## src/rtl/epc_map.svh

```systemverilog
// epc_map.svh: address map, pin levels and timing counts for the eprom programmer
// assumes a 20 MHz sys_clk and an 8k x 8 uv eprom on the far side of the pins
`ifndef EPC_MAP_SVH
`define EPC_MAP_SVH
`define EPC_CLK_HZ        20000000
`define EPC_PRIME_US      1000
`define EPC_PRIME_CYC     ((`EPC_PRIME_US * (`EPC_CLK_HZ / 1000000)))
`define EPC_SETUP_US      2
`define EPC_SETUP_CYC     ((`EPC_SETUP_US * (`EPC_CLK_HZ / 1000000)))
`define EPC_ACCESS_CYC    10
`define EPC_MAX_PRIME     4'hF
`define EPC_FINAL_MULT    4
`define EPC_ERASED        8'hFF
`endif

```

## src/rtl/epc_pkg.sv

```systemverilog
// epc_pkg.sv: types shared by the eprom programmer
// assumes epc_map.svh supplies the numeric constants
package epc_pkg;
  typedef struct packed {
    logic [12:0] word_address;
    logic [7:0]  data;
  } epc_word_t;
  typedef struct packed {
    logic ce_n;
    logic oe_n;
    logic write_strobe_n;
    logic vpp_high;
    logic vcc_high;
  } epc_ctl_t;
  typedef enum logic [1:0] {EPC_CMD_READ, EPC_CMD_PROG, EPC_CMD_VERIFY} epc_cmd_t;
  typedef enum {EPC_IDLE, EPC_SETUP, EPC_PULSE, EPC_HOLD, EPC_SAMPLE, EPC_DONE} epc_state_t;
endpackage : epc_pkg

```

## src/rtl/epc_programmer.sv

```systemverilog
// epc_programmer.sv: host controller that reads and fast-programs an 8k x 8 uv eprom
// assumes the eprom pins are wired straight to these ports and supplies follow vpp_high/vcc_high
//
// How it works
// (RULE1) the part holds 8192 bytes, 13-bit address, eight data pins
// (RULE2) data is driven only with both enables low and strobe high
// (RULE3) chip enable selects the part, output enable gates its data
// (RULE4) output enable high floats the part's data pins
// (RULE5) chip enable high is standby with data floating
// (RULE6) erased locations read as all ones
// (RULE7) programming only turns ones into zeros
// (RULE8) 21 V and chip enable low, address and data stable, then strobe low
// (RULE9) every location needing it gets pulses, any address order
// (RULE10) prime pulses last one millisecond
// (RULE11) read back after each prime pulse, final pulse on match
// (RULE12) no more than fifteen prime pulses per byte
// (RULE13) final pulse lasts four milliseconds per prime pulse used
// (RULE14) pulse and read-back loop runs at 6 V main and 21 V program
// (RULE15) final verify pass runs with both supplies at 5 V
// (RULE16) parallel parts share lines and run the same sequence
// (RULE17) chip enable or strobe high makes a part ignore pulses
// (RULE18) output enable stays high through a program pulse
// (RULE19) verify mode reads the stored byte with program supply on
// (RULE20) a byte failing after fifteen primes stops with a fail flag
`timescale 1ns/100ps
`default_nettype none
`include "epc_map.svh"
module epc_programmer
  import epc_pkg::*;
(
  // clock and reset
  input  wire logic      sys_clk,
  input  wire logic      sys_rst,
  // command port
  input  wire logic      cmd_valid,
  input  wire epc_cmd_t  cmd_op,
  input  wire epc_word_t cmd_word,
  output logic           cmd_ready,
  output logic           rsp_valid,
  output logic [7:0]     rsp_data,
  output logic           rsp_fail,
  output logic [3:0]     rsp_primes,
  // eprom pins
  output logic [12:0]    word_address,
  output logic [7:0]     data_pins_out,
  output logic           data_pins_oe,
  input  wire logic [7:0] data_pins_in,
  output epc_ctl_t       pins_ctl
);
  localparam int unsigned CNT_W = 21; // a 15-prime final pulse is 1.2M cycles, 18 bits would wrap

  epc_state_t      state, next_state;
  epc_cmd_t        op, next_op;
  epc_word_t       word, next_word;
  logic [CNT_W-1:0] cnt, next_cnt;
  logic [3:0]      primes, next_primes;
  logic            final_ph, next_final_ph;
  logic            cmd_ready_r, next_cmd_ready;
  logic            rsp_valid_r, next_rsp_valid;
  logic [7:0]      rsp_data_r, next_rsp_data;
  logic            rsp_fail_r, next_rsp_fail;
  epc_ctl_t        ctl, next_ctl;
  logic            oe_r, next_oe;

  // sequencer: reads, prime/final pulse loop and plain verify
  always_comb begin
    next_state     = state;
    next_op        = op;
    next_word      = word;
    next_cnt       = cnt;
    next_primes    = primes;
    next_final_ph  = final_ph;
    next_cmd_ready = 1'b0;
    next_rsp_valid = 1'b0;
    next_rsp_data  = rsp_data_r;
    next_rsp_fail  = rsp_fail_r;
    next_ctl       = ctl;
    next_oe        = oe_r;
    unique case (state)
      EPC_IDLE: begin
        // standby: chip disabled, outputs floated, strobe idle high
        next_ctl  = '{ce_n: 1'b1, oe_n: 1'b1, write_strobe_n: 1'b1, vpp_high: 1'b0, vcc_high: 1'b0}; // RULE5 RULE17
        next_oe   = 1'b0;
        next_cmd_ready = 1'b1;
        if (cmd_valid && cmd_ready_r) begin
          next_cmd_ready = 1'b0;
          next_op        = cmd_op;
          next_word      = cmd_word;                                     // RULE1 RULE9
          next_primes    = 4'h0;
          next_final_ph  = 1'b0;
          next_cnt       = CNT_W'(`EPC_SETUP_CYC);
          next_rsp_fail  = 1'b0;
          next_ctl.ce_n  = 1'b0;                                         // RULE3
          if (cmd_op == EPC_CMD_PROG) begin
            next_ctl.vpp_high = 1'b1;                                    // RULE8 RULE14
            next_ctl.vcc_high = 1'b1;                                    // RULE14
            next_oe           = 1'b1;                                    // RULE8
            next_state        = EPC_SETUP;
          end else begin
            // read at normal supplies; verify pass at 5 V on both
            next_ctl.oe_n = 1'b0;                                        // RULE2 RULE15
            next_cnt      = CNT_W'(`EPC_ACCESS_CYC);
            next_state    = EPC_SAMPLE;
          end
        end
      end
      EPC_SETUP: begin
        // address, data and supplies settle before the strobe drops
        if (cnt == '0) begin
          next_ctl.write_strobe_n = 1'b0;                                // RULE8
          next_ctl.oe_n           = 1'b1;                                // RULE18
          next_cnt   = final_ph ? CNT_W'(`EPC_PRIME_CYC * `EPC_FINAL_MULT * primes)
                                : CNT_W'(`EPC_PRIME_CYC);                // RULE10 RULE13
          next_state = EPC_PULSE;
        end else begin
          next_cnt = cnt - 1'b1;
        end
      end
      EPC_PULSE: begin
        if (cnt == CNT_W'(1)) begin
          next_ctl.write_strobe_n = 1'b1;
          next_cnt   = CNT_W'(`EPC_SETUP_CYC);
          next_state = EPC_HOLD;
        end else begin
          next_cnt = cnt - 1'b1;
        end
      end
      EPC_HOLD: begin
        // data hold, then release the bus and read back after a prime pulse, or finish after the final pulse
        if (cnt == '0) begin
          if (final_ph) begin
            next_rsp_valid = 1'b1;
            next_state     = EPC_DONE;
          end else begin
            next_oe       = 1'b0;
            next_ctl.oe_n = 1'b0;                                        // RULE19 RULE11
            next_primes   = primes + 4'h1;                               // RULE12
            next_cnt      = CNT_W'(`EPC_ACCESS_CYC);
            next_state    = EPC_SAMPLE;
          end
        end else begin
          next_cnt = cnt - 1'b1;
        end
      end
      EPC_SAMPLE: begin
        if (cnt == '0) begin
          next_rsp_data = data_pins_in;
          next_ctl.oe_n = 1'b1;                                          // RULE4
          if (op != EPC_CMD_PROG) begin
            next_rsp_fail  = (op == EPC_CMD_VERIFY) && (data_pins_in != word.data); // RULE15
            next_rsp_valid = 1'b1;
            next_state     = EPC_DONE;
          end else if (data_pins_in == word.data) begin
            next_final_ph = 1'b1;                                        // RULE11 RULE13
            next_oe       = 1'b1;
            next_cnt      = CNT_W'(`EPC_SETUP_CYC);
            next_state    = EPC_SETUP;
          end else if (primes == `EPC_MAX_PRIME) begin
            next_rsp_fail  = 1'b1;                                       // RULE20 RULE12
            next_rsp_valid = 1'b1;
            next_state     = EPC_DONE;
          end else begin
            next_oe    = 1'b1;                                           // RULE11
            next_cnt   = CNT_W'(`EPC_SETUP_CYC);
            next_state = EPC_SETUP;
          end
        end else begin
          next_cnt = cnt - 1'b1;
        end
      end
      EPC_DONE: begin
        // one idle cycle so the response pulse stands alone
        next_ctl   = '{ce_n: 1'b1, oe_n: 1'b1, write_strobe_n: 1'b1, vpp_high: 1'b0, vcc_high: 1'b0};
        next_oe    = 1'b0;
        next_state = EPC_IDLE;
      end
    endcase
  end

  // state registers; reset parks the part in standby
  always_ff @(posedge sys_clk) begin
    if (sys_rst) begin
      state       <= EPC_IDLE;
      op          <= EPC_CMD_READ;
      word        <= '0;
      cnt         <= '0;
      primes      <= 4'h0;
      final_ph    <= 1'b0;
      cmd_ready_r <= 1'b0;
      rsp_valid_r <= 1'b0;
      rsp_data_r  <= `EPC_ERASED;                                        // RULE6
      rsp_fail_r  <= 1'b0;
      ctl         <= '{ce_n: 1'b1, oe_n: 1'b1, write_strobe_n: 1'b1, vpp_high: 1'b0, vcc_high: 1'b0};
      oe_r        <= 1'b0;
    end else begin
      state       <= next_state;
      op          <= next_op;
      word        <= next_word;
      cnt         <= next_cnt;
      primes      <= next_primes;
      final_ph    <= next_final_ph;
      cmd_ready_r <= next_cmd_ready;
      rsp_valid_r <= next_rsp_valid;
      rsp_data_r  <= next_rsp_data;
      rsp_fail_r  <= next_rsp_fail;
      ctl         <= next_ctl;
      oe_r        <= next_oe;
    end
  end

  // outputs straight from flops; same pins fan out to parallel parts
  assign cmd_ready     = cmd_ready_r;
  assign rsp_valid     = rsp_valid_r;
  assign rsp_data      = rsp_data_r;
  assign rsp_fail      = rsp_fail_r;
  assign rsp_primes    = primes;
  assign word_address  = word.word_address;                              // RULE16
  assign data_pins_out = word.data;                                      // RULE7
  assign data_pins_oe  = oe_r;
  assign pins_ctl      = ctl;
endmodule : epc_programmer
`default_nettype wire

```

## config.mk

```make
export PLATFORM = sky130hd
export DESIGN_NAME = epc_programmer
export DESIGN_NICKNAME = d
export VERILOG_FILES = /design/src/rtl/epc_pkg.sv /design/src/rtl/epc_programmer.sv
export VERILOG_INCLUDE_DIRS = /design/src /design/src/rtl
export SDC_FILE = /design/constraint.sdc
export NUM_CORES = 1
export LEC_CHECK = 0
export BUFFER_PORTS_ARGS = -buffer_cell sky130_fd_sc_hd__clkbuf_2
export CORE_MARGIN = 4
export CORE_UTILIZATION = 35
export DETAILED_ROUTE_END_ITERATION = 10
export PLACE_DENSITY = 0.57
export SLEW_MARGIN = 20
export SYNTH_ARGS = -nofsm -noshare
export SYNTH_HDL_FRONTEND = slang
export SYNTH_SLANG_ARGS = --single-unit
```

## constraint.sdc

```tcl
create_clock -name sys_clk -period 3.5 [get_ports sys_clk]
set_input_delay 0.7 -clock sys_clk [delete_from_list [all_inputs] [get_ports sys_clk]]
set_output_delay 0.7 -clock sys_clk [all_outputs]
set_load 0.1 [all_outputs]
```

-- Yosys cells after proc, flatten, opt, wreduce, memory -nomap -nowiden
Cells that the tools add are included.
- bits of input ports: 34
- output and inout bits: 42
- register bits: 98
- logic and storage cells: 134
- multiply operators: 1
- equal/unequal tests: 26
- add/subtract/negate cells: 2
- bitwise gates (word level): 1
- muxes and demuxes: 64
- reduce and logical (&&, ||, !) cells: 23
- operators with widths (kind ; number):
    two-way mux 21 bit ; 10
    one-hot mux 32 bit (6 select lines) ; 1
    two-way mux 32 bit ; 5
    one-hot mux 21 bit (5 select lines) ; 1
    == test 32 x 2 -> 1 bit, second input constant ; 2
    == test 32 x 3 -> 1 bit, second input constant ; 2
    == test 32 x 1 -> 1 bit, second input constant ; 1
    logical NOT 32 bit ; 1
    two-way mux 1 bit ; 26
    AND reduction 5 bit ; 5
    == test 21 x 1 -> 1 bit, second input constant ; 1
    logical NOT 21 bit ; 1
    subtractor 21 x 1 -> 21 bit, second input constant ; 1
    != test 2 bit, second input constant ; 8
    != test 3 bit, second input constant ; 5
    multiplier 10 x 4 -> 14 bit, first input constant ; 1
    two-way mux 3 bit ; 4
    two-way mux 4 bit ; 3
    nonzero test 5 bit ; 2
    == test 8 bit ; 1
    two-way mux 2 bit ; 4
    != test 8 bit ; 1
    one-hot mux 1 bit (2 select lines) ; 4
    one-hot mux 4 bit (2 select lines) ; 1
    21 further kinds ; 26

-- Logic depth before layout (Yosys ltp)
Gate-level depths: netlist of the first run.
- depth after elaboration: 6
- depth in mapped cells: 12

-- Worst setup path after synthesis of the first run
Ideal clock, no wire load.
- kind: register to register
- start point: register primes[2], in the netlist rsp_primes[2]
- end point: register cnt[14]
- clock period less this slack: 3885 ps
- arrival: 3810 ps
- setup slack: -385 ps
- library setup time: 74 ps
- path buffers: 0
- data required time: 3426 ps
- cell stages (with the launch flop): 13
- cell sequence: dfxtp_1 inv_1 fa_1 inv_1 ha_1 inv_1 fa_1 a21o_1 nand2_1 nor4_1 or4_1 a221o_1 o21ai_0
- word-level cells in the longest chain between the ends: 4
- RTL lines (item ; RTL line ; text):
    start, declared ; epc_programmer.sv:56 ; logic [3:0] primes, next_primes;
    start signal, assigned ; epc_programmer.sv:200 ; primes <= next_primes;
    multiplier 10 x 4 -> 14 bit (no source line) ; - ;
    two-way mux 21 bit ; epc_programmer.sv:112 ; next_cnt = final_ph ? CNT_W'(`EPC_PRIME_CYC * `EPC_FINAL_MULT * primes)
    two-way mux 21 bit ; epc_programmer.sv:109 ; if (cnt == '0) begin
    one-hot mux 21 bit (5 select lines) ; epc_programmer.sv:79 ; unique case (state)
    end signal, assigned ; epc_programmer.sv:199 ; cnt <= next_cnt;
    end, declared ; epc_programmer.sv:55 ; logic [CNT_W-1:0] cnt, next_cnt;
Several ways; a longest one is shown, not always the timed one.
A chain may end at the register's enable or synchronous reset.

-- Worst setup path after layout of the first run
Same ends and word-level chain as after synthesis.

==> results of run 1 <==
-- cell families (layout without fill, tap and decap cells) --
kind of cell	count (synthesis)	after routing	synth area share [%]
AO/OA/AOI/OAI	145	145	24.3
adder cells (fa/ha/maj)	18	18	6.15
flip-flops	68	68	33.8
XOR/XNOR	22	22	4.79
buffers and inverters	49	120	4.88
AND/OR/NAND/NOR	200	200	25.0
multiplexers	4	4	0.994
-- final cells by class --
type | count | share of cell area [%]
clock inverter | 4 | 0.517
multi-input combinational | 389 | 51.1
clock buffer | 11 | 5.23
inverter | 14 | 1.09
timing repair buffer | 91 | 10.2
tap | 140 | 3.62
sequential | 68 | 28.2
-- state kept, by name, summed over array words and instances, names as in the netlist --
name / flops
data_pins_out: 8
final_ph: 1
cnt: 21
op: 2
pins_ctl: 4
word_address: 13
data_pins_oe: 1
state: 3
rsp_valid: 1
rsp_primes: 4
cmd_ready: 1
rsp_data: 8
rsp_fail: 1
-- worst reg2reg max path, stage by stage, from the launching register on --
cell and delay, ns:
dfxtp_2 0.41, inv_1 0.16, fa_1 0.53, inv_1 0.05, ha_1 0.29, inv_1 0.06, fa_1 0.46, a21o_1 0.18
nand2_1 0.06, nor4_1 0.05, or4_1 0.43, a221o_1 0.35, o21ai_0 0.06
-- routing by layer --
layer / vias to the layer above / share of wire, % / GRT usage [%]
met5: - / 0 / 0
li1: 1972 / - / -
met1: 1809 / 45 / 23.1
met4: 0 / 1.8 / 6.03
met3: 20 / 8.4 / 5.58
met2: 145 / 45 / 27.2
-- placed cells by master (no fill, tap or decap), types with 4 or more instances in the layout --
cell type   n
a311oi_1    9
o21ai_0    21
nand2_1    71
buf_4      16
o31ai_1     4
xnor2_1    20
clkbuf_16   9
nor2_1     27
ha_1       15
nand3_1    12
a31oi_1     4
a221oi_1    4
clkbuf_2   75
a211o_1     8
nand2b_1   13
inv_1      14
nor2b_1    13
dfxtp_1    65
o21a_1      5
a22oi_1     7
a21o_1      4
or4_1       5
a21oi_1    49
or3_1       9
nor3_1     20
mux2i_1     4
nor4_1      7
-- metrics by stage --
step	hold WS, ns	setup slack [ns]	instances	utilization (%)
final	0.452	0.339	717	43.9
after detailed placement	0.448	0.362	702	41.3
after floorplan	0.445	0.0593	506	-
after global routing	0.475	0.188	717	43.9
after global placement	0.444	0.442	702	41.3
after CTS	0.456	0.346	717	43.9
-- how the worst max path moves through the flow --
stage | startpoint | to | slack, ns | cells after the start
floorplan | rsp_primes[2] | cnt[14] | 0.06 | 12
global placement | rsp_primes[2] | cnt[14] | 0.44 | 12
detailed placement | rsp_primes[2] | cnt[14] | 0.36 | 12
CTS | rsp_primes[2] | cnt[14] | 0.35 | 12
global route | rsp_primes[2] | cnt[14] | 0.19 | 12
finish | rsp_primes[2] | cnt[14] | 0.34 | 12
-- power breakdown --
part | switching [W] | total (W) | internal [W]
clock network | 0.000329 | 0.000840 | 0.000511
logic | 0.00218 | 0.00312 | 0.000933
registers | 0.000211 | 0.00119 | 0.000975
total | 0.00272 | 0.00514 | 0.00242
==> results.md, run 1 <==
Setup path:
- Setup slack on the worst reg-to-reg path comes out at 0.34 ns.
- The critical path class is reg -> reg.
- On the critical path the largest part of the delay comes from adder cells.
- The startpoint identified for the worst register-to-register timing path is rsp_primes[2].
- Data arrives at the worst endpoint at 3.42 ns.
- The worst-path cell with the longest stage delay is fa_1.
- STA classifies the critical path endpoint as a flop.
- The number of cells traversed by the worst register-to-register path is 12.
- Together, buffers and inverters on the worst path number 3.
- In this design, the critical path's most frequently occurring cell is inv_1.
- STA classifies the critical path startpoint as a flop.
- The largest fanout on the critical path is 8.
- Walking the worst path, the cells encountered are inv_1 > fa_1 > inv_1 > ha_1 > inv_1 > fa_1 > a21o_1 > nand2_1 > nor4_1 > or4_1 > a221o_1 > o21ai_0.
- In this run the critical register-to-register path is captured at cnt[14].
- For this run, the slowest stage of the critical path takes 0.53 ns.
- The required time reported for the critical path endpoint is 3.76 ns.

Timing:
- Adding up every negative setup slack in the final design gives 0 ns.
- Based on the critical path, the design can be clocked at up to 316 MHz.
- Setup violations remaining at the end of the flow were counted as 0.
- Across the routed clock network, the largest skew measured is 0.00607 ns.
- Measured against its own limit, the worst slew margin works out to 39.5%.
- At the pin with the least slew margin, the transition time is 0.907 ns.
- The number of pins exceeding their max-slew limit in the final report is 0.
- The minimum clock period after layout is 3.16 ns.
- Setup repair after global routing left no endpoint under its margin.
- The final hold violation count came to 0.
- The final period utilization is 90.3%.

Yosys:
- Sorting the synthesized cells by area gives the leading types as dfxtp_1 (34%), nand2_1 (6.6%), a21oi_1 (6.1%), ha_1 (4.7%), xnor2_1 (4.4%).
- The library cell with the largest summed area after synthesis is dfxtp_1.
- The number of unique standard cell types used by synthesis is 63.
- Synthesis produced a netlist whose cell count is 506.
- The most frequent cell after synthesis is nand2_1.
- The warning count from the yosys run is 0.
- The top-area cell type share of the netlist area is 33.8%.
- The number of nets produced by synthesis is 558.
- By count the netlist is led by nand2_1 (71), dfxtp_1 (68), a21oi_1 (49).
- The total of flip-flops plus latches after synthesis is 68.
- The share of async-settable or async-resettable flops after synthesis is 0%.
- The portion of the post-synthesis area used by sequential elements is 33.8%.
- The number of enable-type register cells in the synthesized netlist is 0.
- The cell area that synthesis handed to floorplanning was 4030 um^2.
- The synthesized area per cell is 7.96 um^2.
- In the synthesized netlist the dominant register cell turns out to be dfxtp_1.

Clocking:
- Post-CTS timing repair inserted 0 buffers for setup.
- In this run the number of H-tree levels came out at 3.
- No sink is reached through more buffers than the 2 on the longest clock path.
- The number of gates resized after CTS was 0.
- Clock tree synthesis selected as its root buffer the cell clkbuf_16.
- The clock-pin slew of the registers on the worst-case setup and hold paths is 0.06 ns.
- The later pin in the worst-skew pair is clocked with a latency of 0.33 ns.
- The count of hold buffers inserted by post-cts repair is 0.
- The number of buffers created by CTS is 9.
- CTS saw 68 sinks.
- The TritonCTS clock tree is yes.

Cells and area:
- The area of the multi-input gates is 2470 um^2.
- The layout cell share with drive strength beyond 1 is 21.3%.
- 0 antenna diodes ended up in the layout.
- The sequential cell area is 1370 um^2.
- The net count of the finished layout is 625.
- The finished cells cover 4840 um^2.
- The layout filler cell count is 1135.
- From synthesis to final layout, the design area changed by 20.1%.

Die:
- The die is 115 um wide.
- The core region is 11000 um^2.
- 76 I/O pins were placed.
- The initial standard-cell utilization of the core is 36.5%.
- The die height is 115 um.
- The full die area is 13300 um^2.
- The floorplan row count is 38.

Global routing:
- The via count of the first global-routing pass is 3888.
- Summed over all layers, the global routing overflow is 0.
- The initial antenna violation count was 0.
- The global-route wire length before repair is 18800 um.
- The pin count of the biggest net entering global routing is 45.
- Across every metal layer, demand over resource in global routing totals 17.6%.

Detailed routing:
- Before antenna repair, the detailed router went through 5 iterations.
- In this run the remaining antenna-violating nets after routing total 0.
- After detailed routing, the total wire length is 11400 um.
- The detailed router placed 3946 vias in this run.
- The mean routed wirelength per cell is 15.9 um.
- The DRC violation count after routing is 0.
- In this run, the number of DRC markers left after iteration 0 of detailed routing was 302.
- Dividing the detail-routed via count by the number of cells gives 5.50.

Power:
- The total power per unit cell area is 1060 nW/um^2.
- The static leakage is 1.91 nW.
- IR analysis of the VDD net gives a maximum drop of 0.000619 V.
- After layout, the design draws a total of 0.00514 W.

Min path:
- The worst hold path stage count is 2.
- The worst hold path begins at word_address[7].
- The worst min-delay path class is reg -> reg.
- The worst hold path endpoint is word_address[7].

Place:
- The placed instances occupy a cell area of 4560 um^2.
- The wire-length estimate of the detail-placed layout is 8350 um.
- The routability-driven placement congestion ratio is 0.844.
- Port buffering added 75 buffers.

Job:
- The number of max-capacitance violations reported is 0.

Status:
- The run finished with clean final reports.
Power figures use the tool's default switching activity.
==> inputs of run 2 (changes only) <==
==> constraint.sdc (replaced) <==
create_clock -name sys_clk -period 3.5 [get_ports sys_clk]
set_input_delay 0.525 -clock sys_clk [delete_from_list [all_inputs] [get_ports sys_clk]]
set_output_delay 0.525 -clock sys_clk [all_outputs]
set_load 0.1 [all_outputs]
==> run 2 against run 1 <==
Against the previous run:
- setup slack improved by 0.0045 ns
- total power up 2.0%
- routed wire length is 1.3% lower
- hold slack got worse by 0.042 ns
- design area grew 0.57%
- global-route usage shrank 0.25 points
- critical path depth unchanged
- critical path type unchanged
- largest power group unchanged
==> results.md, run 2 (synthesized netlist as in run 1, its figures left out) <==
Global routing:
- The via count of the first global-routing pass is 3853.
- Entering global routing, the biggest net connects 48 pins.
- Global routing used 17.3% of the available tracks across all layers.
- The first global-routing pass estimated 18700 um of wire.
- The initial antenna violation count is 0.
- The sum of overflow across all layers after global routing is 0.

Clocking:
- The later pin in the worst-skew pair is clocked with a latency of 0.33 ns.
- Post-CTS repair changed the size of 0 cells.
- The H-tree level count is 3.
- The clock-pin slew of the registers on the worst-case setup and hold paths is 0.06 ns.
- The clock root buffer is clkbuf_16.
- The number of buffers inserted by post-CTS setup repair is 0.
- The number of buffers between clock root and the deepest sink is 2.
- The TritonCTS clock tree is yes.
- The number of buffers created by CTS is 9.
- The tree built by TritonCTS fans out to 68 sinks.
- Buffers inserted to repair hold after CTS numbered 0.

Setup path:
- Of all nets on the critical path, the largest fanout is 8.
- The critical register-to-register path startpoint is rsp_primes[2].
- The required time reported for the critical path endpoint is 3.76 ns.
- The signal on the critical path passes through inv_1 > fa_1 > inv_1 > ha_1 > inv_1 > fa_1 > a21o_1 > nand2_1 > nor4_1 > or4_1 > a221o_1 > o21ai_0.
- The worst setup path is captured at a flop.
- Broken down by cell family, the worst path's largest delay share belongs to adder cells.
- The critical path startpoint category is a flop.
- Among the stages of the critical path, the cell type that occurs most often is inv_1.
- The critical path class is reg -> reg.
- On the critical path, the stage with the largest delay is an instance of fa_1.
- The number of buffers and inverters on the critical path is 3.
- The critical path startpoint is rsp_primes[2].
- For the worst setup path, the data arrival time is 3.42 ns.
- The largest stage delay on the critical path is 0.53 ns.

Die:
- During I/O placement, the number of pins put on the boundary was 76.
- The full die area is 13300 um^2.
- The die height is 115 um.
- The core region is 11000 um^2.
- The initial standard-cell utilization of the core is 36.5%.
- The initialized floorplan defines 38 standard-cell rows.
- In this run the horizontal extent of the chip is 115 um.

Detailed routing:
- After detailed routing, the average wire length per cell comes to 15.7 um.
- The DRC violation count after routing is 0.
- The final route contains 3968 vias.
- In this run, the number of DRC markers left after iteration 0 of detailed routing was 205.
- The detail-routed via count per cell is 5.53.
- For this run, the detailed router's first-pass iteration total came to 5.
- The count of antenna-violating nets left after detailed routing is 0.
- The detailed-route wire length is 11300 um.

Cells and area:
- The layout cell share with drive strength beyond 1 is 21.3%.
- The library cell used most frequently in the layout, excluding fill and tap cells, is clkbuf_2.
- The register with the most flip-flops in the layout has 21 of them.
- The cell area after layout is 4860 um^2.
- The repair_antennas step left the layout with diodes totalling 0.
- The layout overhead on the synthesized area is 20.8%.
- The share of the core filled with cells is 44.1%.
- The final net count is 624.
- The number of cells in the finished layout apart from fillers is 717.
- In the layout the commonest cells are clkbuf_2 (75), nand2_1 (71), dfxtp_1 (65).
- The most flop-heavy register is cnt.

Place:
- The half-perimeter wire length after placement is 8230 um.
- Counting tap cells, the placed design contains a total of 701 instances.
- The placed standard-cell area is 4550 um^2.
- At the end of routability-driven placement, the weighted congestion stood at 0.868.
- The count of input and output buffers is 75.
- At the placement stage, the worst setup path has a slack of 0.352 ns.

Timing:
- The transition time at the pin with the least slew margin is 0.993 ns.
- Timing would allow up to 317 MHz.
- In this run the tightest slew margin relative to its limit is 33.8%.
- The final setup violation count is 0.
- Setup repair after global routing left no endpoint under its margin.
- The final period utilization is 90.2%.
- After layout, the minimum clock period comes to 3.16 ns.
- The minimum setup slack in the final design is 0.344 ns.
- For the final routed database, the setup TNS stands at 0 ns.
- The final hold violation count is 0.
- The clock arrives with 0.00593 ns of skew.
- The number of pins exceeding their max-slew limit in the final report came to 0.

Power:
- Summed over all cells, the static leakage comes to 1.92 nW.
- The worst voltage drop across the vdd grid is 0.000614 V.
- The total power per unit cell area is 1080 nW/um^2.

Min path:
- The path class of the tightest hold or removal check is in -> reg.
- The worst hold path begins at cmd_word[20].

Job:
- The number of max-capacitance violations reported is 0.

Status:
- The flow ran to the end, and the final reports show no timing, DRC or antenna violations.
-- run 2: cell types whose count changed in the layout (fill, tap and decap cells not counted), sizes merged --
cell      delta
bufinv       +1
clkinvlp     -1
clkinv       +1
buf          -1
-- run 2: per-layer routing --
metal / vias to the layer above / track usage [%] / part of all wire [%]
li1: 1971 / - / -
met1: 1848 / 22.9 / 45
met2: 136 / 26.7 / 46
met3: 13 / 5.37 / 7.4
met4: 0 / 6.34 / 1.3
met5: - / 0 / 0
-- run 2: path summary, 6_finish.rpt --
path	depth (start not counted)	slack (ns)	to
setup / recovery	12	0.34	cnt[14]
hold / removal	3	0.41	word_address[12]
setup reg to reg	12	0.34	cnt[14]
hold reg to reg	2	0.46	word_address[12]
-- run 2: final cells by class --
cell class	instances	area (um^2)
inverter	14	52.6
timing repair buffer	90	488
clock buffer	11	253
fill	1126	6170
clock inverter	5	60.1
multi-input combinational	389	2470
tap	140	175
sequential	68	1370
-- run 2: per-stage QoR --
step	power, W	hold slack, ns
6_report	0.00525	0.410
5_1_grt	0.00559	0.407
4_1_cts	0.00525	0.400
3_5_place_dp	0.00429	0.449
3_3_place_gp	0.00429	0.443
2_1_floorplan	0.00359	0.445
-- run 2: worst reg2reg max path: cells and delay by family, from the launching register on --
kind / cells / cell delay, ns
buffers and inverters: 3 / 0.27
AOI/OAI and AO/OA: 3 / 0.59
and+or+nand+nor: 3 / 0.51
adders and majority gates: 3 / 1.30
DFF: 1 / 0.41
-- run 2: report_power, final --
group,internal (W),switching [W],leakage [nW],total (W)
clock,0.000591,0.000347,0.152,0.000938
combinational,0.000949,0.00219,1.21,0.00314
sequential,0.000975,0.000196,0.555,0.00117
